==> config.mk <==
export PLATFORM = sky130hd
export DESIGN_NAME = dcoat_ctrl
export DESIGN_NICKNAME = d
export VERILOG_FILES = /design/src/dcoat_pkg.sv /design/src/dcoat_aging.sv /design/src/dcoat_ctrl.sv
export SDC_FILE = /design/constraint.sdc
export NUM_CORES = 1
export LEC_CHECK = 0
export BUFFER_PORTS_ARGS = -buffer_cell sky130_fd_sc_hd__buf_4
export CAP_MARGIN = 20
export CORE_UTILIZATION = 45
export DETAILED_ROUTE_END_ITERATION = 7
export HOLD_SLACK_MARGIN = 0.06
export PLACE_DENSITY_LB_ADDON = 0.15
export SETUP_SLACK_MARGIN = 0.05
export SYNTH_ARGS = -nofsm -noshare
export SYNTH_HDL_FRONTEND = slang
export SYNTH_SLANG_ARGS = --single-unit
==> constraint.sdc <==
create_clock -name clock -period 6.7 [get_ports clock]
set_input_delay 0.67 -clock clock [delete_from_list [all_inputs] [get_ports clock]]
set_output_delay 0.67 -clock clock [all_outputs]
set_load 0.1 [all_outputs]
==> src/dcoat_pkg.sv <==
// Purpose: Constants for the termination, calibration, timing, aging block
// Assumes: 64-bit registers at their printed byte offsets
// Notes:   Functional notes below
// Functional notes
// - Read to select 2, 1 or 0 drives termination from that select's map.
// - Read to select 3 drives termination from select 3's own map.
// - Hold 5-bit pull-up calibration; send it in init driver commands.
// - Hold 5-bit pull-down calibration; send it in init driver commands.
// - After precharge, wait programmed cycles before bank takes commands.
// - Write with auto-precharge blocks bank for combined recovery count.
// - Combined recovery count is ignored unless auto-precharge is enabled.
// - Record host-port command errors in a read-only 4-bit code.
// - Load each newly queued command's age from the initial age value.
// - A second 6-bit age value paces the aging algorithm.
package dcoat_pkg;

  localparam int ADDR_W = 12;
  localparam int DATA_W = 64;
  localparam int NUM_CS = 4;
  localparam int NUM_BANK = 8;
  localparam int NUM_SLOT = 4;

  // Register byte offsets
  localparam logic [11:0] OFF_TERM_MAP = 12'h080;
  localparam logic [11:0] OFF_OCD_PRE = 12'h090;
  localparam logic [11:0] OFF_AGING = 12'h0a0;
  localparam logic [11:0] OFF_CTRL = 12'h1f0;
  localparam logic [11:0] OFF_STATUS = 12'h1f8;

  // Field positions
  localparam int TERM_MAP_LSB0 = 0;
  localparam int TERM_MAP_LSB1 = 8;
  localparam int TERM_MAP_LSB2 = 16;
  localparam int TERM_MAP_LSB3 = 24;
  localparam int PULLUP_LSB = 56;
  localparam int PULLDOWN_LSB = 48;
  localparam int PRE_WAIT_LSB = 40;
  localparam int AP_REC_LSB = 32;
  localparam int CMD_ERR_LSB = 16;
  localparam int AGE_INIT_LSB = 32;
  localparam int AGE_PARAM_LSB = 24;
  localparam int CTRL_AP_EN_BIT = 0;
  localparam int CTRL_AGING_EN_BIT = 1;
  localparam int CTRL_ERR_CLR_LSB = 4;
  localparam int STAT_OCD_DONE_BIT = 0;
  localparam int STAT_BANK_RDY_LSB = 8;
  localparam int STAT_EXPIRED_LSB = 16;

  // Reset values
  localparam logic [3:0] TERM_MAP_RST = 4'h0;
  localparam logic [4:0] CAL_RST = 5'h00;
  localparam logic [3:0] TIMING_RST = 4'h0;
  localparam logic [3:0] CMD_ERR_RST = 4'h0;
  localparam logic [5:0] AGE_RST = 6'h00;

  // Error code bits
  localparam int ERR_WIDTH_BIT = 0;
  localparam int ERR_CWF_ALIGN_BIT = 1;
  localparam int ERR_CWF_POW2_BIT = 2;
  localparam int ERR_NARROW_BIT = 3;

  typedef enum logic [2:0] {
    OCD_IDLE  = 3'b001,
    OCD_ISSUE = 3'b010,
    OCD_DONE  = 3'b100
  } dcoat_ocd_state_type;

endpackage

==> src/dcoat_aging.sv <==
// Purpose: Age counters for queued commands, with starvation priority
// Assumes: One enqueue and one service event at most per cycle
// Notes:   Step counter paces the countdown by services, not cycles
`timescale 1ns/10ps
module dcoat_aging
  import dcoat_pkg::*;
(
  input  wire logic                clock,
  input  wire logic                rst,
  input  wire logic                ce,
  input  wire logic                enable,
  input  wire logic [5:0]          age_initial,
  input  wire logic [5:0]          age_param,
  input  wire logic                enq_valid,
  input  wire logic [1:0]          enq_slot,
  input  wire logic                svc_valid,
  input  wire logic [1:0]          svc_slot,
  output logic      [NUM_SLOT-1:0] slot_busy,
  output logic      [NUM_SLOT-1:0] expired,
  output logic                     prio_valid,
  output logic      [1:0]          prio_slot
);

  logic [5:0] step_reg;
  logic [5:0] step_next;
  logic       step_hit;
  logic [5:0] age_reg [NUM_SLOT];
  logic [NUM_SLOT-1:0] busy_reg;

  ////////////////////////////////////////////////////////////////////////////
  // Step pacing
  assign step_hit  = enable && svc_valid && (step_reg >= age_param);
  assign step_next = step_hit ? 6'h00
                   : (svc_valid ? step_reg + 6'h01 : step_reg);

  always_ff @(posedge clock or posedge rst)
  begin
    if (rst)
      step_reg <= 6'h00;
    else if (ce && enable)
      step_reg <= step_next;
  end

  ////////////////////////////////////////////////////////////////////////////
  // Per-slot ages
  genvar s;
  generate
    for (s = 0; s < NUM_SLOT; s++)
    begin : g_slot
      wire logic load = enq_valid && (enq_slot == 2'(s));
      wire logic done = svc_valid && (svc_slot == 2'(s));
      always_ff @(posedge clock or posedge rst)
      begin
        if (rst)
        begin
          age_reg[s]  <= AGE_RST;
          busy_reg[s] <= 1'b0;
        end
        else if (ce)
        begin
          if (load)
          begin
            age_reg[s]  <= age_initial;
            busy_reg[s] <= 1'b1;
          end
          else if (done)
            busy_reg[s] <= 1'b0;
          else if (step_hit && busy_reg[s] && age_reg[s] != 6'h00)
            age_reg[s] <= age_reg[s] - 6'h01;
        end
      end
      assign expired[s] = enable && busy_reg[s] && age_reg[s] == 6'h00;
    end
  endgenerate

  assign slot_busy = busy_reg;

  // Lowest expired slot wins; starvation beats reordering
  assign prio_valid = |expired;
  assign prio_slot  = expired[0] ? 2'h0 : expired[1] ? 2'h1
                    : expired[2] ? 2'h2 : 2'h3;

endmodule // dcoat_aging

==> src/dcoat_ctrl.sv <==
// Purpose: Read termination, driver calibration, bank timing, error code
// Assumes: Command inputs synchronous to clock, one-cycle strobes
// Notes:   Registers reached over a plain strobe port, read data next cycle
`timescale 1ns/10ps
module dcoat_ctrl
  import dcoat_pkg::*;
(
  input  wire logic                clock,
  input  wire logic                rst,
  input  wire logic                ce,
  input  wire logic [ADDR_W-1:0]   reg_addr,
  input  wire logic [DATA_W-1:0]   reg_wdata,
  input  wire logic                reg_write,
  input  wire logic                reg_read,
  output logic      [DATA_W-1:0]   reg_rdata,
  input  wire logic                rd_cmd_valid,
  input  wire logic [1:0]          rd_cmd_sel,
  output logic      [NUM_CS-1:0]   term_enable,
  input  wire logic                ocd_init_start,
  input  wire logic                ocd_cmd_ack,
  output logic                     ocd_cmd_valid,
  output logic      [4:0]          ocd_pullup,
  output logic      [4:0]          ocd_pulldown,
  input  wire logic                precharge_issue,
  input  wire logic [2:0]          precharge_bank,
  input  wire logic                write_ap_issue,
  input  wire logic [2:0]          write_ap_bank,
  output logic      [NUM_BANK-1:0] bank_ready,
  input  wire logic                host_err_valid,
  input  wire logic [3:0]          host_err_code,
  input  wire logic                enq_valid,
  input  wire logic [1:0]          enq_slot,
  input  wire logic                svc_valid,
  input  wire logic [1:0]          svc_slot,
  output logic      [NUM_SLOT-1:0] slot_busy,
  output logic                     prio_valid,
  output logic      [1:0]          prio_slot
);

  ////////////////////////////////////////////////////////////////////////////
  // Register fields
  logic [3:0] read_term_map_sel0_reg;
  logic [3:0] read_term_map_sel1_reg;
  logic [3:0] read_term_map_sel2_reg;
  logic [3:0] read_term_map_sel3_reg;
  logic [4:0] driver_pullup_cal_sel0_reg;
  logic [4:0] driver_pulldown_cal_sel0_reg;
  logic [3:0] precharge_wait_cycles_reg;
  logic [3:0] autoprecharge_recovery_cycles_reg;
  logic [3:0] cmd_err_reg;
  logic [3:0] cmd_err_next;
  logic [5:0] queue_age_initial_reg;
  logic [5:0] queue_age_param_reg;
  logic       auto_precharge_enable_reg;
  logic       aging_enable_reg;
  logic       ocd_done_reg;
  logic [DATA_W-1:0] rdata_reg;
  logic [DATA_W-1:0] rdata_next;
  logic [NUM_CS-1:0] term_reg;
  logic [NUM_SLOT-1:0] expired;

  ////////////////////////////////////////////////////////////////////////////
  // Address decode
  wire logic hit_map    = (reg_addr == OFF_TERM_MAP);
  wire logic hit_ocd    = (reg_addr == OFF_OCD_PRE);
  wire logic hit_aging  = (reg_addr == OFF_AGING);
  wire logic hit_ctrl   = (reg_addr == OFF_CTRL);
  wire logic hit_status = (reg_addr == OFF_STATUS);
  wire logic wr_map     = ce && reg_write && hit_map;
  wire logic wr_ocd     = ce && reg_write && hit_ocd;
  wire logic wr_aging   = ce && reg_write && hit_aging;
  wire logic wr_ctrl    = ce && reg_write && hit_ctrl;

  ////////////////////////////////////////////////////////////////////////////
  // Map and timing registers
  always_ff @(posedge clock or posedge rst)
  begin
    if (rst)
    begin
      read_term_map_sel0_reg <= TERM_MAP_RST;
      read_term_map_sel1_reg <= TERM_MAP_RST;
      read_term_map_sel2_reg <= TERM_MAP_RST;
      read_term_map_sel3_reg <= TERM_MAP_RST;
    end
    else if (wr_map)
    begin
      read_term_map_sel0_reg <= reg_wdata[TERM_MAP_LSB0 +: 4];
      read_term_map_sel1_reg <= reg_wdata[TERM_MAP_LSB1 +: 4];
      read_term_map_sel2_reg <= reg_wdata[TERM_MAP_LSB2 +: 4];
      read_term_map_sel3_reg <= reg_wdata[TERM_MAP_LSB3 +: 4];
    end
  end

  always_ff @(posedge clock or posedge rst)
  begin
    if (rst)
    begin
      driver_pullup_cal_sel0_reg        <= CAL_RST;
      driver_pulldown_cal_sel0_reg      <= CAL_RST;
      precharge_wait_cycles_reg         <= TIMING_RST;
      autoprecharge_recovery_cycles_reg <= TIMING_RST;
    end
    else if (wr_ocd)
    begin
      driver_pullup_cal_sel0_reg        <= reg_wdata[PULLUP_LSB +: 5];
      driver_pulldown_cal_sel0_reg      <= reg_wdata[PULLDOWN_LSB +: 5];
      precharge_wait_cycles_reg         <= reg_wdata[PRE_WAIT_LSB +: 4];
      autoprecharge_recovery_cycles_reg <= reg_wdata[AP_REC_LSB +: 4];
    end
  end

  always_ff @(posedge clock or posedge rst)
  begin
    if (rst)
    begin
      queue_age_initial_reg <= AGE_RST;
      queue_age_param_reg   <= AGE_RST;
    end
    else if (wr_aging)
    begin
      queue_age_initial_reg <= reg_wdata[AGE_INIT_LSB +: 6];
      queue_age_param_reg   <= reg_wdata[AGE_PARAM_LSB +: 6];
    end
  end

  always_ff @(posedge clock or posedge rst)
  begin
    if (rst)
    begin
      auto_precharge_enable_reg <= 1'b0;
      aging_enable_reg          <= 1'b0;
    end
    else if (wr_ctrl)
    begin
      auto_precharge_enable_reg <= reg_wdata[CTRL_AP_EN_BIT];
      aging_enable_reg          <= reg_wdata[CTRL_AGING_EN_BIT];
    end
  end

  ////////////////////////////////////////////////////////////////////////////
  // Host-port error code, sticky; a new error beats a same-cycle clear
  wire logic [3:0] err_clr = wr_ctrl ? reg_wdata[CTRL_ERR_CLR_LSB +: 4]
                                     : 4'h0;
  wire logic [3:0] err_set = host_err_valid ? host_err_code : 4'h0;
  assign cmd_err_next = (cmd_err_reg & ~err_clr) | err_set;

  always_ff @(posedge clock or posedge rst)
  begin
    if (rst)
      cmd_err_reg <= CMD_ERR_RST;
    else if (ce)
      cmd_err_reg <= cmd_err_next;
  end

  ////////////////////////////////////////////////////////////////////////////
  // Read termination select
  function automatic logic [3:0] term_map_of(
    input logic [1:0] sel,
    input logic [3:0] m0,
    input logic [3:0] m1,
    input logic [3:0] m2,
    input logic [3:0] m3
  );
    if (sel == 2'h3)
      term_map_of = m3;
    else if (sel == 2'h2)
      term_map_of = m2;
    else if (sel == 2'h1)
      term_map_of = m1;
    else
      term_map_of = m0;
  endfunction

  // Map bit n drives termination on select n
  wire logic [3:0] term_sel = term_map_of(rd_cmd_sel,
                                          read_term_map_sel0_reg,
                                          read_term_map_sel1_reg,
                                          read_term_map_sel2_reg,
                                          read_term_map_sel3_reg);
  wire logic [3:0] term_next = rd_cmd_valid ? term_sel : 4'h0;

  always_ff @(posedge clock or posedge rst)
  begin
    if (rst)
      term_reg <= 4'h0;
    else if (ce)
      term_reg <= term_next;
  end

  assign term_enable = term_reg;

  ////////////////////////////////////////////////////////////////////////////
  // Driver calibration issue during init
  dcoat_ocd_state_type ocd_state_reg;
  dcoat_ocd_state_type ocd_state_next;
  logic [4:0] pullup_out_reg;
  logic [4:0] pulldown_out_reg;

  always_comb
  begin
    ocd_state_next = ocd_state_reg;
    case (ocd_state_reg)
      OCD_IDLE:
        if (ocd_init_start)
          ocd_state_next = OCD_ISSUE;
      OCD_ISSUE:
        if (ocd_cmd_ack)
          ocd_state_next = OCD_DONE;
      OCD_DONE:
        if (ocd_init_start)
          ocd_state_next = OCD_ISSUE;
      default:
        ocd_state_next = OCD_IDLE;
    endcase
  end

  wire logic ocd_load = ocd_init_start && ocd_state_reg != OCD_ISSUE;

  always_ff @(posedge clock or posedge rst)
  begin
    if (rst)
    begin
      ocd_state_reg    <= OCD_IDLE;
      pullup_out_reg   <= CAL_RST;
      pulldown_out_reg <= CAL_RST;
    end
    else if (ce)
    begin
      ocd_state_reg <= ocd_state_next;
      if (ocd_load)
      begin
        pullup_out_reg   <= driver_pullup_cal_sel0_reg;
        pulldown_out_reg <= driver_pulldown_cal_sel0_reg;
      end
    end
  end

  // Values are captured at start so a late register write cannot tear them
  assign ocd_cmd_valid = (ocd_state_reg == OCD_ISSUE);
  assign ocd_pullup    = pullup_out_reg;
  assign ocd_pulldown  = pulldown_out_reg;
  assign ocd_done_reg  = (ocd_state_reg == OCD_DONE);

  ////////////////////////////////////////////////////////////////////////////
  // Per-bank recovery timers; precharge wins a same-bank collision
  logic [3:0] bank_cnt_reg [NUM_BANK];
  wire logic ap_take = write_ap_issue && auto_precharge_enable_reg;

  genvar b;
  generate
    for (b = 0; b < NUM_BANK; b++)
    begin : g_bank
      wire logic pre_hit = precharge_issue && precharge_bank == 3'(b);
      wire logic ap_hit  = ap_take && write_ap_bank == 3'(b);
      always_ff @(posedge clock or posedge rst)
      begin
        if (rst)
          bank_cnt_reg[b] <= 4'h0;
        else if (ce)
        begin
          if (pre_hit)
            bank_cnt_reg[b] <= precharge_wait_cycles_reg;
          else if (ap_hit)
            bank_cnt_reg[b] <= autoprecharge_recovery_cycles_reg;
          else if (bank_cnt_reg[b] != 4'h0)
            bank_cnt_reg[b] <= bank_cnt_reg[b] - 4'h1;
        end
      end
      assign bank_ready[b] = (bank_cnt_reg[b] == 4'h0);
    end
  endgenerate

  ////////////////////////////////////////////////////////////////////////////
  // Command aging
  dcoat_aging u_aging (
    .clock       (clock),
    .rst         (rst),
    .ce          (ce),
    .enable      (aging_enable_reg),
    .age_initial (queue_age_initial_reg),
    .age_param   (queue_age_param_reg),
    .enq_valid   (enq_valid),
    .enq_slot    (enq_slot),
    .svc_valid   (svc_valid),
    .svc_slot    (svc_slot),
    .slot_busy   (slot_busy),
    .expired     (expired),
    .prio_valid  (prio_valid),
    .prio_slot   (prio_slot)
  );

  ////////////////////////////////////////////////////////////////////////////
  // Read mux; unmapped addresses read zero
  logic [DATA_W-1:0] map_word;
  logic [DATA_W-1:0] ocd_word;
  logic [DATA_W-1:0] aging_word;
  logic [DATA_W-1:0] ctrl_word;
  logic [DATA_W-1:0] status_word;

  always_comb
  begin
    map_word = '0;
    map_word[TERM_MAP_LSB0 +: 4] = read_term_map_sel0_reg;
    map_word[TERM_MAP_LSB1 +: 4] = read_term_map_sel1_reg;
    map_word[TERM_MAP_LSB2 +: 4] = read_term_map_sel2_reg;
    map_word[TERM_MAP_LSB3 +: 4] = read_term_map_sel3_reg;
    ocd_word = '0;
    ocd_word[PULLUP_LSB +: 5]   = driver_pullup_cal_sel0_reg;
    ocd_word[PULLDOWN_LSB +: 5] = driver_pulldown_cal_sel0_reg;
    ocd_word[PRE_WAIT_LSB +: 4] = precharge_wait_cycles_reg;
    ocd_word[AP_REC_LSB +: 4]   = autoprecharge_recovery_cycles_reg;
    ocd_word[CMD_ERR_LSB +: 4]  = cmd_err_reg;
    aging_word = '0;
    aging_word[AGE_INIT_LSB +: 6]  = queue_age_initial_reg;
    aging_word[AGE_PARAM_LSB +: 6] = queue_age_param_reg;
    ctrl_word = '0;
    ctrl_word[CTRL_AP_EN_BIT]    = auto_precharge_enable_reg;
    ctrl_word[CTRL_AGING_EN_BIT] = aging_enable_reg;
    status_word = '0;
    status_word[STAT_OCD_DONE_BIT]           = ocd_done_reg;
    status_word[STAT_BANK_RDY_LSB +: NUM_BANK] = bank_ready;
    status_word[STAT_EXPIRED_LSB +: NUM_SLOT]  = expired;
  end

  assign rdata_next = hit_map    ? map_word
                    : hit_ocd    ? ocd_word
                    : hit_aging  ? aging_word
                    : hit_ctrl   ? ctrl_word
                    : hit_status ? status_word
                    : '0;

  // Read data stands one cycle only, zero otherwise
  always_ff @(posedge clock or posedge rst)
  begin
    if (rst)
      rdata_reg <= '0;
    else if (ce)
      rdata_reg <= reg_read ? rdata_next : '0;
  end

  assign reg_rdata = rdata_reg;

endmodule // dcoat_ctrl

Word-level counts from Yosys, hierarchy flattened:

Index checks and enable logic that the tools add are counted.

* logic and storage cells: 270
* output and inout port bits: 94
* register bits after elaboration: 199

* add/subtract/negate cells: 13
* reduce and logical (&&, ||, !) cells: 116
* order comparisons: 1
* bitwise operators: 3
* muxes and demuxes: 64
* equality and inequality tests: 38

Operator list (count)
* $mux 61: 3
* $mux 4: 30
* $mux 6: 14
* $logic_and 1x1->1: 50
* $mux 20: 2
* $mux 38: 1
* $eq 12x8->1 const B: 3
* $logic_not 4->1: 8
* $reduce_bool 4->1: 8
* $sub 4x1->4 const B: 8
* $reduce_and 2->1: 14
* $eq 3x3->1 const B: 9
* $eq 12x9->1 const B: 2
* $logic_not 6->1: 4
* $reduce_bool 3->1: 8
* $reduce_bool 6->1: 4
* $sub 6x1->6 const B: 4
* $reduce_bool 2->1: 9
* $eq 3x2->1 const B: 5
* $reduce_and 3->1: 5
* $eq 2x2->1 const B: 6
* $ne 2x1->1 const B: 5
* $eq 3x1->1 const B: 3
* $mux 1: 9
* 15 further kinds: 21

Depth between registers and ports, before layout:

* word-level depth: 8
* gate-level depth with buffers: 9

Hierarchy:

A second synthesis with hierarchy kept.

* cells, all modules: 941
* area total of the unflattened synthesis: 9773.1 um^2

By module, submodules not included
* dcoat_ctrl: instances 1, sequential area each 3579.7 um^2, cells an instance 682, area each 7430.9 um^2
* dcoat_aging: instances 1, sequential area each 850.8 um^2, cells an instance 259, area each 2342.2 um^2

Worst setup path before layout:

Ideal clock, no wire load.

* path type: register -> output
* from: register u_aging.busy_reg[1] (netlist: u_aging.slot_busy[1])
* to: output prio_valid
* required time: 6.030 ns
* buffers on the path: 0
* stages on the path, launching flop included: 4
* arrival: 5.638 ns
* path slack: 0.392 ns
* path through: dfrtp_1 -> and3_1 -> o21ai_0 -> o21ai_0

* longest elaborated chain between the ends: 3

Ends and longest elaborated chain
* from (decl): RTL line dcoat_aging.sv:28 `logic [NUM_SLOT-1:0] busy_reg;`
* from (signal, indexed assignment): RTL line dcoat_aging.sv:57 `busy_reg[s] <= 1'b0;`
* from (signal, indexed assignment): RTL line dcoat_aging.sv:64 `busy_reg[s] <= 1'b1;`
* from (signal, indexed assignment): RTL line dcoat_aging.sv:67 `busy_reg[s] <= 1'b0;`
* $logic_and 1x1->1 (2 in a row): RTL line dcoat_aging.sv:72 `assign expired[s] = enable && busy_reg[s] && age_reg[s] == 6'h00;`
* $reduce_or 4->1: RTL line dcoat_aging.sv:79 `assign prio_valid = |expired;`
* to (decl): RTL line dcoat_ctrl.sv:36 `output logic prio_valid,`

Every way passes these cells.

Final worst setup path:

* from: register u_aging.age_reg[2] (netlist name)
* to: output prio_valid

* longest elaborated chain between the ends: 3

Ends and longest elaborated chain
* from (decl): RTL line dcoat_aging.sv:27 `logic [5:0] age_reg [NUM_SLOT];`
* from (signal, indexed assignment): RTL line dcoat_aging.sv:63 `age_reg[s] <= age_initial;`
* from (signal, indexed assignment): RTL line dcoat_aging.sv:69 `age_reg[s] <= age_reg[s] - 6'h01;`
* $logic_not 6->1: RTL line dcoat_aging.sv:72
* $logic_and 1x1->1: RTL line dcoat_aging.sv:72
* $reduce_or 4->1: RTL line dcoat_aging.sv:79

Every way passes these cells.

==> Flow_metrics.wiki <==
{| class="wikitable"
! Metric !! Value
|-
| Result of the run || finished, final reports clean
|-
| Resized cells post-CTS || 0
|-
| Sort of element at the start of the critical path || flop
|-
| Die height || 149 µm
|-
| Setup repair bufs after CTS || 0
|-
| Chip Width || 149 µm
|-
| Sequential-to-total area share from yosys stat || 45.3%
|-
| Wire length on met3 || 1.57 mm
|-
| Starting utilization of the core area || ~46%
|-
| Top achievable clock speed || 0.331 GHz
|-
| Leakage power of the design || 5.46 nW
|-
| Final number of max-transition violations || 0
|-
| Via count of the first global-routing pass || about 7,600
|-
| Netlist cell types || 79
|-
| Post-synthesis instance area || 0.00978 mm²
|-
| Cell area reported after detailed placement || about 0.011 mm²
|-
| Peak VDD IR || about 170 µV
|-
| Count of endpoints failing setup in the final report || 0
|-
| Final instance area || 0.0117 mm²
|-
| Die Outline Area || between 0.02 and 0.025 mm²
|-
| Critical-path cell list || or3_1, nor3_1, a22oi_1, o21ai_0, buf_4
|-
| Final critical delay including setup and external delays || slightly above 3 ns
|-
| Vias per cell || 5.75
|-
| Antenna violations before repair || 0
|-
| Predominant post-synthesis flop cell || dfrtp_1
|-
| Setup repair after global routing missed its margin || false
|-
| Final worst path period share || about 45%
|-
| Delay of the slowest critical-path stage || 0.44 ns
|-
| Residual DRC || 0
|-
| # nets final || 1,213
|-
| Routed wl met2 || 12.1 mm
|-
| Clock-pin slew on the worst setup and hold paths || 0.08 ns
|-
| Fraction of synthesis flops using an asynchronous set or reset pin || 100%
|-
| Leftover overflow at the end of global routing || 0
|-
| Slew Limit Headroom || between 30 and 40%
|-
| Later-pin clock latency in the skew report || 0.44 ns
|-
| Worst setup skew after layout || roughly 0.014 ns
|-
| Final Routed Wirelength || 26.6 mm
|-
| Mean Syn Cell Area || 10.4 µm²
|-
| Wire length of the first global-routing pass || 42.1 mm
|-
| Ant diodes || 0
|-
| Number of DRC markers after the initial detailed-route iteration || 505
|-
| Arrival time at the worst endpoint || 2.35 ns
|-
| Number of warnings reported in the yosys synthesis log || 0
|-
| EDFF count, synth || 0
|-
| Reg2reg start || u_aging.step_reg[2]
|-
| Hold buffer count at CTS || 0
|-
| Kind of cell with the highest combined delay on the critical path || simple AND/OR/NAND/NOR gates
|-
| Largest net degree at the start of global routing || 104
|-
| Crit-path slowest cell || dfrtp_1
|-
| Final-report hold violation count || 0
|-
| Via count || about 7,900
|-
| Final ANT Viol Nets || 0
|-
| Worst Hold Class || primary input to asynchronous set/reset pin
|-
| Sinks on the clock net || 177
|-
| Area used by sequential logic in the layout || between 0.004 and 0.005 mm²
|-
| Core outline area || about 0.021 mm²
|-
| Critical setup path kind || flop to primary output
|-
| Layout overhead on the synthesized area || 19.2%
|-
| Required @ worst endpoint || 6.03 ns
|-
| TritonCTS buffer count || 17
|-
| Number of rows in the core area || 53
|-
| Category of the worst setup path capture point || primary output
|-
| Worst Max-Slew Pin Slew || 1.00 ns
|-
| Number of max-cap violations || 0
|-
| Post-Synthesis Cells || 945
|-
| Uppermost layer routed || met4
|-
| Register bit total from synthesis || 177
|-
| Share of final-layout standard cells stronger than drive strength 1 || 27.7%
|-
| Global router's overall resource usage || 24.6%
|-
| Fill cell total of the finished layout || 1,879
|-
| Reg2reg end || u_aging.age_reg[19]
|-
| Total buffers and inverters traversed by the critical path || 1
|-
| First-pass iteration count of the detailed router || 5
|-
| Clock Root Buffer || clkbuf_16
|-
| # port buffers || 154
|-
| Area of the multi-input gates || 0.00485 mm²
|-
| Number of levels in the clock H-tree || 4
|-
| Number of buffers on the longest clock path || 2
|-
| Number of cells on the worst reg-to-reg path || 6
|-
| Number of flip-flops under the largest register name || 42
|-
| CTS tree || built
|-
| Half-perimeter wire length after detailed placement || roughly 18 mm
|-
| R2R Setup Slk || roughly 4 ns
|-
| M1 WL || roughly 12 mm
|-
| Routability congestion estimate from global placement || ~0.84
|-
| Ratio of total power to cell area || approximately 290 mW/mm²
|-
| Biggest fanout along the worst timing path || 6
|-
| Setup Total Neg Slack || 0 ns
|-
| Num ports || 199
|-
| Routed WL per cell || 19.4 µm
|}
-- stage by stage --
step | cells | worst slack (ns) | power [mW] | hold WS, ns | util [%]
global route | 1373 | 3.58 | 3.62 | 0.448 | 55.1
floorplan | 966 | 0.392 | 2.17 | 0.472 | -
CTS | 1373 | 3.69 | 3.45 | 0.440 | 55.1
finish | 1373 | 3.68 | 3.43 | 0.449 | 55.1
global placement | 1341 | 3.58 | 2.38 | 0.469 | 52.2
detailed placement | 1341 | 3.56 | 2.41 | 0.479 | 52.2
-- logic make-up after synthesis --
| family | share of synthesized area, % |
|---|---|
| compound gates | 15.9 |
| fa+ha+maj | 2.94 |
| xor+xnor | 1.70 |
| buf+inv | 6.01 |
| mux | 11.7 |
| other cells | 0.0383 |
| flops | 45.3 |
| simple gates | 16.4 |
-- worst reg2reg max path, delay by kind of cell, from the launching register on --
family | cells | cell delay (ns)
adders and majority gates | 1 | 0.32
and+or+nand+nor | 1 | 0.05
DFF | 1 | 0.43
AOI/OAI and AO/OA | 4 | 1.77
-- cells in the mapped netlist, drive strengths merged (4+ instances only) --
library cell	number	area, µm²
o31ai	12	100
nor2b	21	131
nor3	49	250
mux2	73	830
dfrtp	176	4400
o221a	4	45.0
xor2	16	140
ha	23	288
a311oi	12	105
o22ai	17	106
nor2	45	195
nand2	69	274
nor4	5	61.3
nand4	18	113
a22o	23	201
a211oi	9	67.6
o2bb2ai	5	43.8
a221o	16	160
nand2b	7	43.8
o211ai	4	30.0
inv	58	218
or3	7	48.8
clkbuf	17	63.8
and3	15	96.3
o21ai	45	225
mux4	4	90.1
nand3	26	130
a21oi	27	135
and2	7	43.8
buf	43	303
a221oi	4	47.6
mux2i	22	220
nor3b	15	123
-- routing by layer --
| layer | global-route usage (%) | up-vias |
|---|---|---|
| li1 | - | 3718 |
| met2 | 37.0 | 234 |
| met5 | 0 | - |
| met3 | 5.03 | 38 |
| met1 | 35.2 | 3905 |
| met4 | 8.37 | 0 |
-- cells in the final DEF, fill, tap and decap left out, types with 17 or more instances in the layout --
| cell type | Yosys | final |
|---|---|---|
| dfrtp_1 | 176 | 176 |
| buf_4 | 23 | 160 |
| mux2_2 | 71 | 71 |
| nand2_1 | 67 | 67 |
| inv_1 | 57 | 56 |
| nor3_1 | 48 | 47 |
| o21ai_0 | 44 | 44 |
| nor2_1 | 42 | 42 |
| a21oi_1 | 27 | 27 |
| nand3_1 | 26 | 26 |
| a22o_1 | 23 | 23 |
| ha_1 | 23 | 23 |
| mux2i_1 | 22 | 22 |
| conb_1 | 1 | 22 |
| nor2b_1 | 21 | 21 |
| nand4_1 | 18 | 18 |
| o22ai_1 | 17 | 17 |
| clkbuf_16 | 0 | 17 |
-- power breakdown --
part           internal [mW]  switching, mW  leakage [nW]
Combinational          0.416          0.645          2.82
Clock                  0.540          0.499         0.302
Sequential              1.20          0.135          2.35
-- area by class of cell --
class | instances | area share (%)
clock buffers | 17 | 3.65
clock inverters | 15 | 1.62
inverters | 59 | 1.94
multi-input cells | 670 | 41.6
flip-flops and latches | 177 | 38.0
well taps | 275 | 2.95
repair buffers | 160 | 10.3
-- worst max path at each step --
| stage | start | to | slack [ns] | cells past startpoint |
|---|---|---|---|---|
| 2_1_floorplan | u_aging.slot_busy[1] | prio_valid | 0.39 | 3 |
| 3_3_place_gp | ce | reg_rdata[27] | 3.58 | 5 |
| 3_5_place_dp | ce | reg_rdata[8] | 3.56 | 5 |
| 4_1_cts | u_aging.age_reg[2] | prio_valid | 3.69 | 5 |
| 5_1_grt | u_aging.age_reg[2] | prio_valid | 3.58 | 5 |
| 6_report | u_aging.age_reg[2] | prio_valid | 3.68 | 5 |
Power figures use the tool's default switching activity.
